===== config.mk =====
export PLATFORM = sky130hd
export DESIGN_NAME = apsr_config_regs
export DESIGN_NICKNAME = d
export VERILOG_FILES = /design/src/pkg/apsr_pkg.sv /design/src/core/apsr_config_regs.sv
export SDC_FILE = /design/constraint.sdc
export NUM_CORES = 1
export LEC_CHECK = 0
export BUFFER_PORTS_ARGS = -buffer_cell sky130_fd_sc_hd__buf_2
export CAP_MARGIN = 20
export CORE_MARGIN = 5
export CORE_UTILIZATION = 41
export DETAILED_ROUTE_END_ITERATION = 10
export PLACE_DENSITY = 0.63
export SLEW_MARGIN = 20
export SYNTH_ARGS = -nofsm -noshare
export SYNTH_HDL_FRONTEND = slang
export SYNTH_SLANG_ARGS = --single-unit

===== constraint.sdc =====
create_clock -name clk -period 2.82 [get_ports clk]
set_clock_uncertainty 0.2 [all_clocks]
set_input_delay 0.423 -clock clk [delete_from_list [all_inputs] [get_ports clk]]
set_output_delay 0.423 -clock clk [all_outputs]
set_load 0.02 [all_outputs]

===== src/pkg/apsr_pkg.sv =====
// Constants shared by the power, sync and reference configuration slice
`default_nettype none
package apsr_pkg;
  // ****************************************************************
  // Register offsets (seven-bit serial address)
  // ****************************************************************
  localparam logic [6:0] ADDR_GLOBAL_SLEEP = 7'h08;
  localparam logic [6:0] ADDR_OUT_BUF_PD = 7'h09;
  localparam logic [6:0] ADDR_SLEEP_MASK = 7'h0d;
  localparam logic [6:0] ADDR_SYNC_REFERENCE_SOURCE_OWNER = 7'h0e;
  // ****************************************************************
  // Reset values and writable-bit masks
  // ****************************************************************
  localparam logic [7:0] RST_OUT_BUF_PD = 8'h00;
  localparam logic [7:0] RST_SLEEP_MASK = 8'h00;
  localparam logic [7:0] RST_SYNC_REFERENCE_SOURCE_OWNER = 8'h00;
  localparam logic [7:0] RST_GLOBAL_SLEEP = 8'h00;
  localparam logic [7:0] WMASK_OUT_BUF_PD = 8'h3f;
  localparam logic [7:0] WMASK_SLEEP_MASK = 8'h0e;
  localparam logic [7:0] WMASK_SYNC_REFERENCE_SOURCE_OWNER = 8'hef;
  localparam logic [7:0] WMASK_GLOBAL_SLEEP = 8'h01;
  // ****************************************************************
  // Field positions
  // ****************************************************************
  localparam int FRAME_CLK_OUT_OFF = 5;
  localparam int BIT_CLK_OUT_OFF = 4;
  localparam int CHAN_A_LANE1_OFF = 3;
  localparam int CHAN_A_LANE0_OFF = 2;
  localparam int CHAN_B_LANE1_OFF = 1;
  localparam int CHAN_B_LANE0_OFF = 0;
  localparam int KEEP_SAMPLE_CLOCK_BUFFER = 3;
  localparam int KEEP_REFERENCE_AMPLIFIER = 2;
  localparam int BANDGAP_OFF_IN_SLEEP = 1;
  localparam int SYNC_PIN_ROLE = 7;
  localparam int SERIAL_SYNC = 6;
  localparam int SERIAL_SYNC_ENABLE = 5;
  localparam int REFERENCE_SOURCE_OWNER = 3;
  localparam int REF_SEL_HI = 2;
  localparam int REF_SEL_LO = 1;
  localparam int SINGLE_ENDED_CLOCK_SELECT = 0;
  localparam int GLOBAL_SLEEP_BIT = 0;
  // ****************************************************************
  // Reference codes and serial frame layout
  // ****************************************************************
  localparam logic [1:0] REF_INTERNAL = 2'h0;
  localparam logic [1:0] REF_EXT_BUFFERED = 2'h1;
  localparam logic [1:0] REF_EXT_DIRECT = 2'h2;
  localparam logic [1:0] REF_UNUSED = 2'h3;
  localparam logic [4:0] CNT_ADDR_LAST = 5'h07;
  localparam logic [4:0] CNT_DATA_FIRST = 5'h08;
  localparam logic [4:0] CNT_FRAME_LAST = 5'h0f;
  localparam logic [4:0] CNT_FRAME_DONE = 5'h10;
endpackage
`default_nettype wire


===== src/core/apsr_config_regs.sv =====
// Serial-port register slice: output buffer, sleep mask, sync/reference
`default_nettype none
// Overview of operation
// Bit 5 powers down frame clock buffer
// Bit 4 powers down bit clock buffer
// Bit 3 powers down lane A1, never automatically
// Bit 2 powers down lane A0 buffer
// Bit 1 powers down lane B1, never automatically
// Bit 0 powers down lane B0, never automatically
// Mask bit 3 keeps clock buffer in sleep
// Mask bit 2 keeps reference amplifier in sleep
// Mask bit 1 turns bandgap off in sleep
// Control bit 7 picks pin role: sleep/sync
// Raising control bit 6 issues sync; host clears
// Control bit 5 makes register the sync source
// Control bit 3 gives reference choice to register
// Reference field codes internal, buffered, direct, unused
// Bit 0 with bit 3 picks single-ended clock
// Global sleep bit 0 enters global power-down
// Host writes zeros to reserved bits
module apsr_config_regs (
  input wire logic clk,
  input wire logic rst,
  input wire logic spiClk,
  input wire logic spiSelN,
  input wire logic spiDataIn,
  input wire logic syncOrSleepPin,
  input wire logic referenceBufferPin,
  output logic spiDataOut,
  output logic spiDataOutEn,
  output logic frameClkOutOff,
  output logic bitClkOutOff,
  output logic chanALane1Off,
  output logic chanALane0Off,
  output logic chanBLane1Off,
  output logic chanBLane0Off,
  output logic globalSleepActive,
  output logic sampleClockBufOff,
  output logic diffClockBufOff,
  output logic refAmpOff,
  output logic bandgapOff,
  output logic syncCommand,
  output logic referenceSourceOwner,
  output logic [1:0] refSelect,
  output logic singleEndedClockSelect
);

  // ****************************************************************
  // Serial frame engine
  // ****************************************************************
  logic sclkPrev_q;
  logic [4:0] cnt_q;
  logic [7:0] shift_q;
  logic [7:0] cmd_q;
  logic [7:0] rdShift_q;
  logic spiDataOut_q;
  logic [7:0] obp_q;
  logic [7:0] mask_q;
  logic [7:0] ctl_q;
  logic [7:0] gsl_q;

  wire sclkRise = spiClk & ~sclkPrev_q & ~spiSelN;
  wire sclkFall = ~spiClk & sclkPrev_q & ~spiSelN;
  wire inData = (cnt_q >= apsr_pkg::CNT_DATA_FIRST) &&
                (cnt_q <= apsr_pkg::CNT_FRAME_LAST);
  wire addrDone = sclkRise && (cnt_q == apsr_pkg::CNT_ADDR_LAST);
  wire frameDone = sclkRise && (cnt_q == apsr_pkg::CNT_FRAME_LAST);
  wire [7:0] shiftNext = {shift_q[6:0], spiDataIn};
  wire isRead = cmd_q[7];
  wire [6:0] wrAddr = cmd_q[6:0];
  wire [6:0] rdAddr = shiftNext[6:0];
  wire doWrite = frameDone & ~isRead;

  // Sampled clock edges; pins count as synchronous to clk
  always_ff @(posedge clk or posedge rst) begin
    if (rst) begin
      sclkPrev_q <= 1'b0;
    end else begin
      sclkPrev_q <= spiClk;
    end
  end

  // Bit counter saturates so extra clocks in a frame do nothing
  always_ff @(posedge clk or posedge rst) begin
    if (rst) begin
      cnt_q <= 5'h00;
    end else if (spiSelN) begin
      cnt_q <= 5'h00;
    end else if (sclkRise && cnt_q != apsr_pkg::CNT_FRAME_DONE) begin
      cnt_q <= cnt_q + 5'h01;
    end
  end

  // Shift in, most significant bit first
  always_ff @(posedge clk or posedge rst) begin
    if (rst) begin
      shift_q <= 8'h00;
      cmd_q <= 8'h00;
    end else if (sclkRise) begin
      shift_q <= shiftNext;
      if (addrDone) begin
        cmd_q <= shiftNext;
      end
    end
  end

  // ****************************************************************
  // Read path
  // ****************************************************************
  // Unmapped addresses read as zero
  wire [7:0] rdData =
    (rdAddr == apsr_pkg::ADDR_OUT_BUF_PD) ? obp_q :
    (rdAddr == apsr_pkg::ADDR_SLEEP_MASK) ? mask_q :
    (rdAddr == apsr_pkg::ADDR_SYNC_REFERENCE_SOURCE_OWNER) ? ctl_q :
    (rdAddr == apsr_pkg::ADDR_GLOBAL_SLEEP) ? gsl_q : 8'h00;

  // Data changes on falling edges so the host samples on rising
  always_ff @(posedge clk or posedge rst) begin
    if (rst) begin
      rdShift_q <= 8'h00;
      spiDataOut_q <= 1'b0;
    end else if (addrDone) begin
      rdShift_q <= rdData;
    end else if (sclkFall && inData) begin
      spiDataOut_q <= rdShift_q[7];
      rdShift_q <= {rdShift_q[6:0], 1'b0};
    end
  end

  assign spiDataOut = spiDataOut_q;
  assign spiDataOutEn = ~spiSelN & isRead & inData;

  // ****************************************************************
  // Register file
  // ****************************************************************
  // Reserved bits are not stored, so they read back as zero
  always_ff @(posedge clk or posedge rst) begin
    if (rst) begin
      obp_q <= apsr_pkg::RST_OUT_BUF_PD;
      mask_q <= apsr_pkg::RST_SLEEP_MASK;
      ctl_q <= apsr_pkg::RST_SYNC_REFERENCE_SOURCE_OWNER;
      gsl_q <= apsr_pkg::RST_GLOBAL_SLEEP;
    end else if (doWrite) begin
      unique case (wrAddr)
        apsr_pkg::ADDR_OUT_BUF_PD:
          obp_q <= shiftNext & apsr_pkg::WMASK_OUT_BUF_PD;
        apsr_pkg::ADDR_SLEEP_MASK:
          mask_q <= shiftNext & apsr_pkg::WMASK_SLEEP_MASK;
        apsr_pkg::ADDR_SYNC_REFERENCE_SOURCE_OWNER:
          ctl_q <= shiftNext & apsr_pkg::WMASK_SYNC_REFERENCE_SOURCE_OWNER;
        apsr_pkg::ADDR_GLOBAL_SLEEP:
          gsl_q <= shiftNext & apsr_pkg::WMASK_GLOBAL_SLEEP;
        default: ;
      endcase
    end
  end

  // ****************************************************************
  // Power, sync and reference decode
  // ****************************************************************
  logic pinPrev_q;
  logic serialSyncPrev_q;
  wire pinRole = ctl_q[apsr_pkg::SYNC_PIN_ROLE];
  wire serialSyncEn = ctl_q[apsr_pkg::SERIAL_SYNC_ENABLE];
  wire refOwner = ctl_q[apsr_pkg::REFERENCE_SOURCE_OWNER];
  // Pin high means sleep only while it is not in its sync role
  wire sleepNow = gsl_q[apsr_pkg::GLOBAL_SLEEP_BIT] |
                  (syncOrSleepPin & ~pinRole);
  wire serialSyncRise = ctl_q[apsr_pkg::SERIAL_SYNC] & ~serialSyncPrev_q;
  wire pinRise = syncOrSleepPin & ~pinPrev_q;
  // Register source replaces the pin as the sync source
  wire syncNow = serialSyncEn ? serialSyncRise :
                 (pinRole & pinRise);
  wire seClk = refOwner & ctl_q[apsr_pkg::SINGLE_ENDED_CLOCK_SELECT];
  wire [1:0] refField = ctl_q[apsr_pkg::REF_SEL_HI:apsr_pkg::REF_SEL_LO];
  // Unused code falls back to internal reference
  wire [1:0] refFromReg =
    (refField == apsr_pkg::REF_UNUSED) ? apsr_pkg::REF_INTERNAL :
    refField;
  wire [1:0] refFromPin = referenceBufferPin ?
    apsr_pkg::REF_EXT_BUFFERED : apsr_pkg::REF_INTERNAL;
  wire [1:0] refNext = refOwner ? refFromReg : refFromPin;
  wire clkBufOffNext = sleepNow &
    ~mask_q[apsr_pkg::KEEP_SAMPLE_CLOCK_BUFFER];

  // Edge history; a sync bit left high fires only once
  always_ff @(posedge clk or posedge rst) begin
    if (rst) begin
      pinPrev_q <= 1'b0;
      serialSyncPrev_q <= 1'b0;
    end else begin
      pinPrev_q <= syncOrSleepPin;
      serialSyncPrev_q <= ctl_q[apsr_pkg::SERIAL_SYNC];
    end
  end

  // Lanes follow their bits only; no wire mode forces them off
  always_ff @(posedge clk or posedge rst) begin
    if (rst) begin
      frameClkOutOff <= 1'b0;
      bitClkOutOff <= 1'b0;
      chanALane1Off <= 1'b0;
      chanALane0Off <= 1'b0;
      chanBLane1Off <= 1'b0;
      chanBLane0Off <= 1'b0;
    end else begin
      frameClkOutOff <= obp_q[apsr_pkg::FRAME_CLK_OUT_OFF];
      bitClkOutOff <= obp_q[apsr_pkg::BIT_CLK_OUT_OFF];
      chanALane1Off <= obp_q[apsr_pkg::CHAN_A_LANE1_OFF];
      chanALane0Off <= obp_q[apsr_pkg::CHAN_A_LANE0_OFF];
      chanBLane1Off <= obp_q[apsr_pkg::CHAN_B_LANE1_OFF];
      chanBLane0Off <= obp_q[apsr_pkg::CHAN_B_LANE0_OFF];
    end
  end

  // Analog power controls, one cycle after their causes
  always_ff @(posedge clk or posedge rst) begin
    if (rst) begin
      globalSleepActive <= 1'b0;
      sampleClockBufOff <= 1'b0;
      diffClockBufOff <= 1'b0;
      refAmpOff <= 1'b0;
      bandgapOff <= 1'b0;
    end else begin
      globalSleepActive <= sleepNow;
      sampleClockBufOff <= clkBufOffNext;
      diffClockBufOff <= clkBufOffNext | seClk;
      refAmpOff <= sleepNow &
        ~mask_q[apsr_pkg::KEEP_REFERENCE_AMPLIFIER];
      bandgapOff <= sleepNow &
        mask_q[apsr_pkg::BANDGAP_OFF_IN_SLEEP];
    end
  end

  // Sync pulse and reference selection
  always_ff @(posedge clk or posedge rst) begin
    if (rst) begin
      syncCommand <= 1'b0;
      referenceSourceOwner <= 1'b0;
      refSelect <= apsr_pkg::REF_INTERNAL;
      singleEndedClockSelect <= 1'b0;
    end else begin
      syncCommand <= syncNow;
      referenceSourceOwner <= refOwner;
      refSelect <= refNext;
      singleEndedClockSelect <= seClk;
    end
  end
endmodule
`default_nettype wire


Word-level counts from Yosys, hierarchy flattened
Index checks and enable logic that the tools add are counted. W data, S select, Z words.

Add/sub/neg operators: 1. Magnitude comparators: 2. Equal/unequal tests: 12. Multiplexer cells: 12. Bitwise gates (word level): 27. Reductions and logical operators: 13.

Operators by type and width (number): $eq A7 B4 Y1 const B (8); $mux W8 (5); $and A1 B1 Y1 (15); $reduce_and A2 Y1 (6); $mux W5 (2); $not A1 Y1 (10); $add A5 B1 Y5 const B (1); $eq A5 B3 Y1 const B (1); $eq A5 B4 Y1 const B (1); $ge A5 B4 Y1 const B (1); $le A5 B4 Y1 const B (1); $logic_and A1 B1 Y1 (5); $ne A5 B5 Y1 const B (1); $mux W2 (2); $reduce_bool A2 Y1 (2); $mux W1 (3); $eq A2 B2 Y1 const B (1); $or A1 B1 Y1 (2).

Register bits after elaboration: 65. Output and inout bits: 18.

Logic depth before layout (Yosys ltp)
Gate-level depths: netlist of the first run.

Depth in word-level cells: 6. Gate-level depth with buffers: 8.

Worst setup path before layout of the first run
Ideal clock, no wire load.

Kind: reg2out. Start: reg cnt_q[0]. End: out spiDataOutEn. Arrival: 2.032 ns. Data required time: 2.197 ns. Setup slack: 0.165 ns. Stages on the path, launching flop included: 6. Buffers on the path: 0. Path through: dfrtp_1 ha_1 and3_1 ha_1 inv_1 a2111oi_0.

Word-level cells in the longest chain between the ends: 3. Elaborated cells on any way between the ends: 4. Those cells by class: order compare (2); bitwise (1); reduce/logical (1).

RTL lines: from (decl) (RTL line apsr_config_regs.sv:52) `logic [4:0] cnt_q;`; from (signal assigned) (RTL line apsr_config_regs.sv:90) `cnt_q <= cnt_q + 5'h01;`; $ge A5 B4 Y1 / $le A5 B4 Y1 (equally long branches) (RTL line apsr_config_regs.sv:64, apsr_config_regs.sv:65); $logic_and A1 B1 Y1 (*) (RTL line apsr_config_regs.sv:64) `wire inData = (cnt_q >= apsr_pkg::CNT_DATA_FIRST) &&`; $and A1 B1 Y1 (*) (RTL line apsr_config_regs.sv:131) `assign spiDataOutEn = ~spiSelN & isRead & inData;`; to (decl) (RTL line apsr_config_regs.sv:30) `output logic spiDataOutEn,`.

Mark *: on every way between the ends. The rest lies on a longest branch, timed or not.

Worst setup path after layout of the first run
Start: reg cnt_q[0]. End: reg obp_q[1].

Word-level cells in the longest chain between the ends: 4.

RTL lines: $eq A5 B4 Y1 (RTL line apsr_config_regs.sv:67) `wire frameDone = sclkRise && (cnt_q == apsr_pkg::CNT_FRAME_LAST);`; $logic_and A1 B1 Y1 (RTL line apsr_config_regs.sv:67); $and A1 B1 Y1 (RTL line apsr_config_regs.sv:72) `wire doWrite = frameDone & ~isRead;`; $reduce_and A2 Y1 (no line); to (signal assigned) (RTL line apsr_config_regs.sv:139) `obp_q <= apsr_pkg::RST_OUT_BUF_PD;`; to (signal assigned) (RTL line apsr_config_regs.sv:146) `obp_q <= shiftNext & apsr_pkg::WMASK_OUT_BUF_PD;`; to (decl) (RTL line apsr_config_regs.sv:57) `logic [7:0] obp_q;`.

Every way passes these cells. A chain may end at the register's enable or synchronous reset.

==> results.md, run 1 <==
* YS warnings at 0
* Critical Path Source Type: register
* Synthesized instance count at between 200 and 250
* Area of the core at approximately 6400 um2
* CTS clk-pin slew, worst paths at 70 ps
* Starting Density at 42.4%
* Die area at 8340 um2
* Pwr per Cell Area at 624 nW/um2
* Routed WL at ~5 mm
* TritonCTS buffer count at 9
* CTS tree: yes
* Sequential fraction of the synthesis area at about three fifths
* Final Util at about half
* IO buf count at 24
* Min Tclk post-route at 2610 ps
* RSZ-0062 raised after global routing: false
* Top-Level Pins at 25
* Status: finished, final reports clean
* Drt wl/cell at 14.9 um
* Antenna cell count at 0
* DR vias/cell at roughly 5.2
* Worst Path Required at roughly 2800 ps
* Critical Path Sink Type: register
* Number of clock sinks at 65
* Final #Nets at about 260
* Vias at 1720
* Crit path kind: register to register
* Syn Area/Cell at between 10 and 15 um2
* Fin crit share at slightly above 90%
* Die height at slightly above 90 um
* Pin slew with the least headroom to its limit at around 660 ps
* CP max FO at 6
* EDFF count, synth at 0
* Rows at 29
* DRC violations left at 0
* Vias in the first global route at 1720
* Die W at between 90 and 100 um
* Synth Register Bits at 65
* Setup TNS at 0 ps
* Final hold vios at 0
* Ys async rst share at 100%
* Final setup vio count at 0
* Leak at approximately 1.6 nW
* ANT nets after route at 0
* Main flop type after synthesis: dfrtp_1
* Area of the mapped netlist at ~2700 um2
* Grt ovf at 0
* First-pass GRT wire length at about 8.5 mm
* Worst-Skew Late Latency at roughly 340 ps
* Pin count of the biggest net entering global routing at 37
* Relative slew slack at a little under three fifths
* Max H-tree Level at 3
* Initial antenna violation count at 0
* Clk root buf: clkbuf_8
* FILL cells at 577
* Total track usage at a little over an eighth
* GPL Wtd Cong at just under 0.8
* Mapped Nets at 228
* Layout cells sized above 1 at a little under a third
* Critical path arrival at between 2000 and 3000 ps
* Area grow syn2layout at 16.2%
* Drt first pass iters at 4
* Worst IR drop on VDD at 0.370 mV
* Synth cell types at 46
* Slew Viols, Final at 0
* Reported max-cap violation count at 0
* Initial DRC count at 74
* Clk buf depth at 2
* Fmax at between 300 and 400 MHz
* DPL Wire Length at approximately 3.4 mm
* HP Class: input port to register
[critical path: stages, from the launching register on]
cell and delay, ps:
dfrtp_1 420, ha_1 230, and3_1 170, ha_1 160, nor4b_2 230, nand4_2 170, or4b_4 590, mux2_4 330
[power breakdown]
part           switching [mW]  internal [mW]
Combinational          0.0637         0.0708
Clock                   0.333          0.431
Sequential             0.0848          0.981
[registers in the layout, summed over array words and instances, names as in the netlist, 2 cells and up]
register   count
cmd_q          8
cnt_q          5
ctl_q          7
mask_q         3
obp_q          6
rdShift_q      8
refSelect      2
shift_q        7
[final cells by class]
type | instances | area [um2] | area share, %
Sequential cell | 65 | 1630 | 51.7
Tap cell | 77 | 96.3 | 3.06
Clock inverter | 3 | 40.0 | 1.27
Clock buffer | 13 | 149 | 4.73
Timing Repair Buffer | 32 | 195 | 6.20
Inverter | 10 | 37.5 | 1.19
Multi-Input combinational cell | 133 | 1000 | 31.9
[cell usage after synthesis, types with 2 or more instances]
library cell | n | share of area [%]
a221o_1 | 4 | 1.5
and3_1 | 2 | 0.46
and4_1 | 2 | 0.65
buf_1 | 2 | 0.28
clkbuf_1 | 6 | 0.83
dfrtp_1 | 65 | 60
ha_1 | 3 | 1.4
inv_1 | 10 | 1.4
mux2_2 | 20 | 8.3
mux2_4 | 6 | 3.3
mux2i_1 | 3 | 1.1
nand2_1 | 35 | 4.8
nand2b_1 | 3 | 0.69
nand3_1 | 3 | 0.55
nand3b_1 | 3 | 0.83
nand4_1 | 2 | 0.46
nor2_1 | 8 | 1.1
nor2b_1 | 2 | 0.46
nor3_1 | 3 | 0.55
nor3b_1 | 2 | 0.55
o211ai_1 | 3 | 0.83
o21ai_0 | 3 | 0.55
o2bb2ai_1 | 3 | 0.97
o31ai_1 | 2 | 0.55
xor2_1 | 2 | 0.65
[cells in the final DEF, fill, tap and decap left out, drive strengths merged, types with 3 or more instances in the layout]
master	Yosys	layout
a221o	4	4
buf	4	31
clkbuf	6	13
dfrtp	65	65
ha	3	3
inv	10	10
mux2	26	26
mux2i	3	3
nand2	35	35
nand2b	3	3
nand3	3	3
nand3b	3	3
nand4	3	3
nor2	8	8
nor3	3	3
nor3b	3	3
o211ai	3	3
o21ai	3	3
o2bb2ai	3	3
[final timing paths]
check                               start  slack [ps]                     end  depth (start not counted)
max                              cnt_q[0]         210                obp_q[1]                          7
min                        syncOrSleepPin          20               pinPrev_q                          1
max reg2reg                      cnt_q[0]         210                obp_q[1]                          7
min reg2reg                      obp_q[5]         220          frameClkOutOff                          0
max in group asynchronous             rst        1270              shift_q[6]                          4
min in group asynchronous             rst         530  singleEndedClockSelect                          3
[logic make-up (layout without fill, tap and decap cells)]
kind of cell               after synthesis  count (layout)  synth area share [%]
xor gates and xnor gates                 2               2                 0.646
adders and majority gates                3               3                  1.39
and+or+nand+nor                         76              76                  15.2
buffers and inverters                   20              58                  3.09
AOI/OAI and AO/OA                       23              23                  6.93
muxes                                   29              29                  12.7
DFF                                     65              65                  60.0
[stage by stage]
step / hold slack, ps / power [mW] / worst slack (ps) / cell area [um2] / cells
2_1_floorplan: 167 / 1.15 / 165 / 2710 / 218
3_3_place_gp: 202 / 1.22 / 157 / 2950 / 316
3_5_place_dp: 206 / 1.22 / 68.4 / 2950 / 316
4_1_cts: 15.9 / 1.99 / 61.8 / 3140 / 333
5_1_grt: 16.4 / 2.06 / 15.1 / 3150 / 333
6_report: 22.6 / 1.96 / 212 / 3150 / 333
[repair_timing]
item,4_1_cts,5_1_grt
buffers inserted,0,0
endpoints found under the hold margin,10,0
endpoints found under the setup margin,0,6
gates resized for setup,0,1
hold buffers,1,0
[metal layers]
| layer | wire (um) | track usage, % |
|---|---|---|
| met1 | 2410 | 17.5 |
| met2 | 2280 | 19.8 |
| met3 | 170 | 4.21 |
| met4 | 91 | 5.75 |
| met5 | 0 | 0 |
Power figures use the tool's default switching activity.
==> run 2: changes to the inputs <==
--- a/config.mk
+++ b/config.mk
@@ -8,9 +8,9 @@
 export BUFFER_PORTS_ARGS = -buffer_cell sky130_fd_sc_hd__buf_2
 export CAP_MARGIN = 20
 export CORE_MARGIN = 5
-export CORE_UTILIZATION = 41
+export CORE_UTILIZATION = 40
 export DETAILED_ROUTE_END_ITERATION = 10
-export PLACE_DENSITY = 0.63
+export PLACE_DENSITY = 0.61
 export SLEW_MARGIN = 20
 export SYNTH_ARGS = -nofsm -noshare
 export SYNTH_HDL_FRONTEND = slang
==> results.md, run 2 (synthesis gave the netlist of run 1 again) <==
* Switching share of power at 25.8%
* Vias at 1700
* Reported max-cap violation count at 0
* Net Switching at 492 uW
* CP max FO at 6
* Combinational share of power at 7.1%
* Clk buf depth at 2
* TritonCTS buffer count at 9
* Final #Nets at around 260
* Worst IR drop on VDD at 0.215 mV
* Grt ovf at 0
* Critical Path Sink Type: register
* Die area at about 8500 um2
* Internal at roughly 1.4 mW
* DPL Wire Length at around 3.5 mm
* Vias in the first global route at roughly 1800
* Initial DRC count at 66
* Die height at between 90 and 100 um
* Crit path kind: register to register
* Cell family contributing the most delay on the critical path: simple AND/OR/NAND/NOR gates
* Drt wl/cell at around 15 um
* Max H-tree Level at 3
* Most frequent cells in the layout: dfrtp_1, nand2_1, buf_2, mux2_2, clkbuf_8
* Status: finished, final reports clean
* Worst Path Required at 2840 ps
* DR vias/cell at 5.06
* Biggest regs: cmd_q (8), rdShift_q (8)
* Layout cells sized above 1 at 30.9%
* Rows at 30
* Fmax at 384 MHz
* GPL Wtd Cong at roughly 0.8
* Final instance area at 3140 um2
* Delay of the slowest critical-path stage at ~600 ps
* Top-Level Pins at 25
* Final hold vios at 0
* Critical Path Most Common Cell: ha_1
* Min Tclk post-route at approximately 2600 ps
* Reg power frac at a little under three fifths
* CTS tree: yes
* FF-to-FF setup slack at roughly 220 ps
* Clock power share at a little under two fifths
* Pwr per Cell Area at around 600 nW/um2
* Final Non-Filler Cells at approximately 340
* HP Class: input port to register
* Relative slew slack at approximately 67%
* Routed WL at a little over 5 mm
* Area of the core at 6680 um2
* Pin slew with the least headroom to its limit at roughly 500 ps
* Drt first pass iters at 4
* Worst-Skew Late Latency at ~340 ps
* Antenna cell count at 0
* Final setup vio count at 0
* CTS clk-pin slew, worst paths at about 70 ps
* ANT nets after route at 0
* DRC violations left at 0
* Placed Area at between 2000 and 3000 um2
* Slew Viols, Final at 0
* Die W at just over 90 um
* RSZ-0062 raised after global routing: false
* IO buf count at 24
* First-pass GRT wire length at 8.69 mm
* Area grow syn2layout at 15.8%
* Slowest cell on crit path: or4b_4
* Most common cell after layout, fill and taps aside: dfrtp_1
* Clk root buf: clkbuf_8
* Setup TNS at 0 ps
* Initial antenna violation count at 0
* Fin crit share at ~92%
* Post-CTS setup buffer count at 0
* Worst path cell trace: ha_1 -> and3_1 -> ha_1 -> nor4b_2 -> nand4_2 -> or4b_4 -> mux2_4
* Number of clock sinks at 65
* Dpl cells at about 320
* Total track usage at a little over an eighth
* Tot Pwr at between 1.5 and 2 mW
* Critical Path Source Type: register
* Leak at approximately 1.6 nW
* Pin count of the biggest net entering global routing at 66
* Critical path arrival at around 2600 ps
* Starting Density at roughly two fifths
* Critical path buffer and inverter count at 0
-- run 2: cell count changes in the layout (fill, tap and decap cells not counted) --
cell,delta
clkbuf_1,-1
a2111oi_0,-1
clkbuf_8,+1
clkinv_2,+1
a2111oi_1,+1
bufinv_16,-1
-- run 2: stage by stage --
step / hold WS, ps / util (%) / setup slack (ps)
CTS: 19.1 / 46.9 / 61.1
global placement: 200 / 44.1 / 158
finish: 28.0 / 47.0 / 219
detailed placement: 199 / 44.1 / 76.3
global route: 10.4 / 47.0 / 45.5
floorplan: 167 / - / 165
-- run 2: area by class of cell --
type / instances / area (um2)
Fill cell: 613 / 3540
Sequential cell: 65 / 1630
Multi-Input combinational cell: 133 / 1000
Timing Repair Buffer: 32 / 195
Clock buffer: 13 / 159
Tap cell: 80 / 100
Inverter: 10 / 37.5
Clock inverter: 3 / 15.0
-- run 2: path summary, 6_finish.rpt --
check                          startpoint           endpoint  cells after the start
max                              cnt_q[0]           obp_q[0]                      7
max in group asynchronous             rst         sclkPrev_q                      4
min reg2reg                      obp_q[4]       bitClkOutOff                      0
min in group asynchronous             rst  sampleClockBufOff                      4
min                        syncOrSleepPin          pinPrev_q                      1
max reg2reg                      cnt_q[0]           obp_q[0]                      7
-- run 2: what timing repair did --
item | 4_1_cts | 5_1_grt
hold buffers | 1 | 0
resized for setup | 0 | 2
endpoints found under the hold margin | 65 | 0
endpoints found under the setup margin | 0 | 7
-- run 2: power by group through the flow --
stage | Combinational (mW) | Sequential (mW) | Clock, mW
floorplan | 0.112 | 1.04 | 0
global placement | 0.133 | 1.08 | 0
detailed placement | 0.137 | 1.08 | 0
CTS | 0.138 | 1.07 | 0.714
global route | 0.150 | 1.08 | 0.765
finish | 0.135 | 1.07 | 0.705
-- run 2: metal layers --
metal	wire length, um	share of wire [%]	global-route usage [%]	vias to the layer above
li1	-	-	-	831
met4	82	1.6	7.18	0
met1	2340	46	16.9	834
met2	2520	49	20.8	29
met3	167	3.3	3.33	6
met5	0	0	0	-
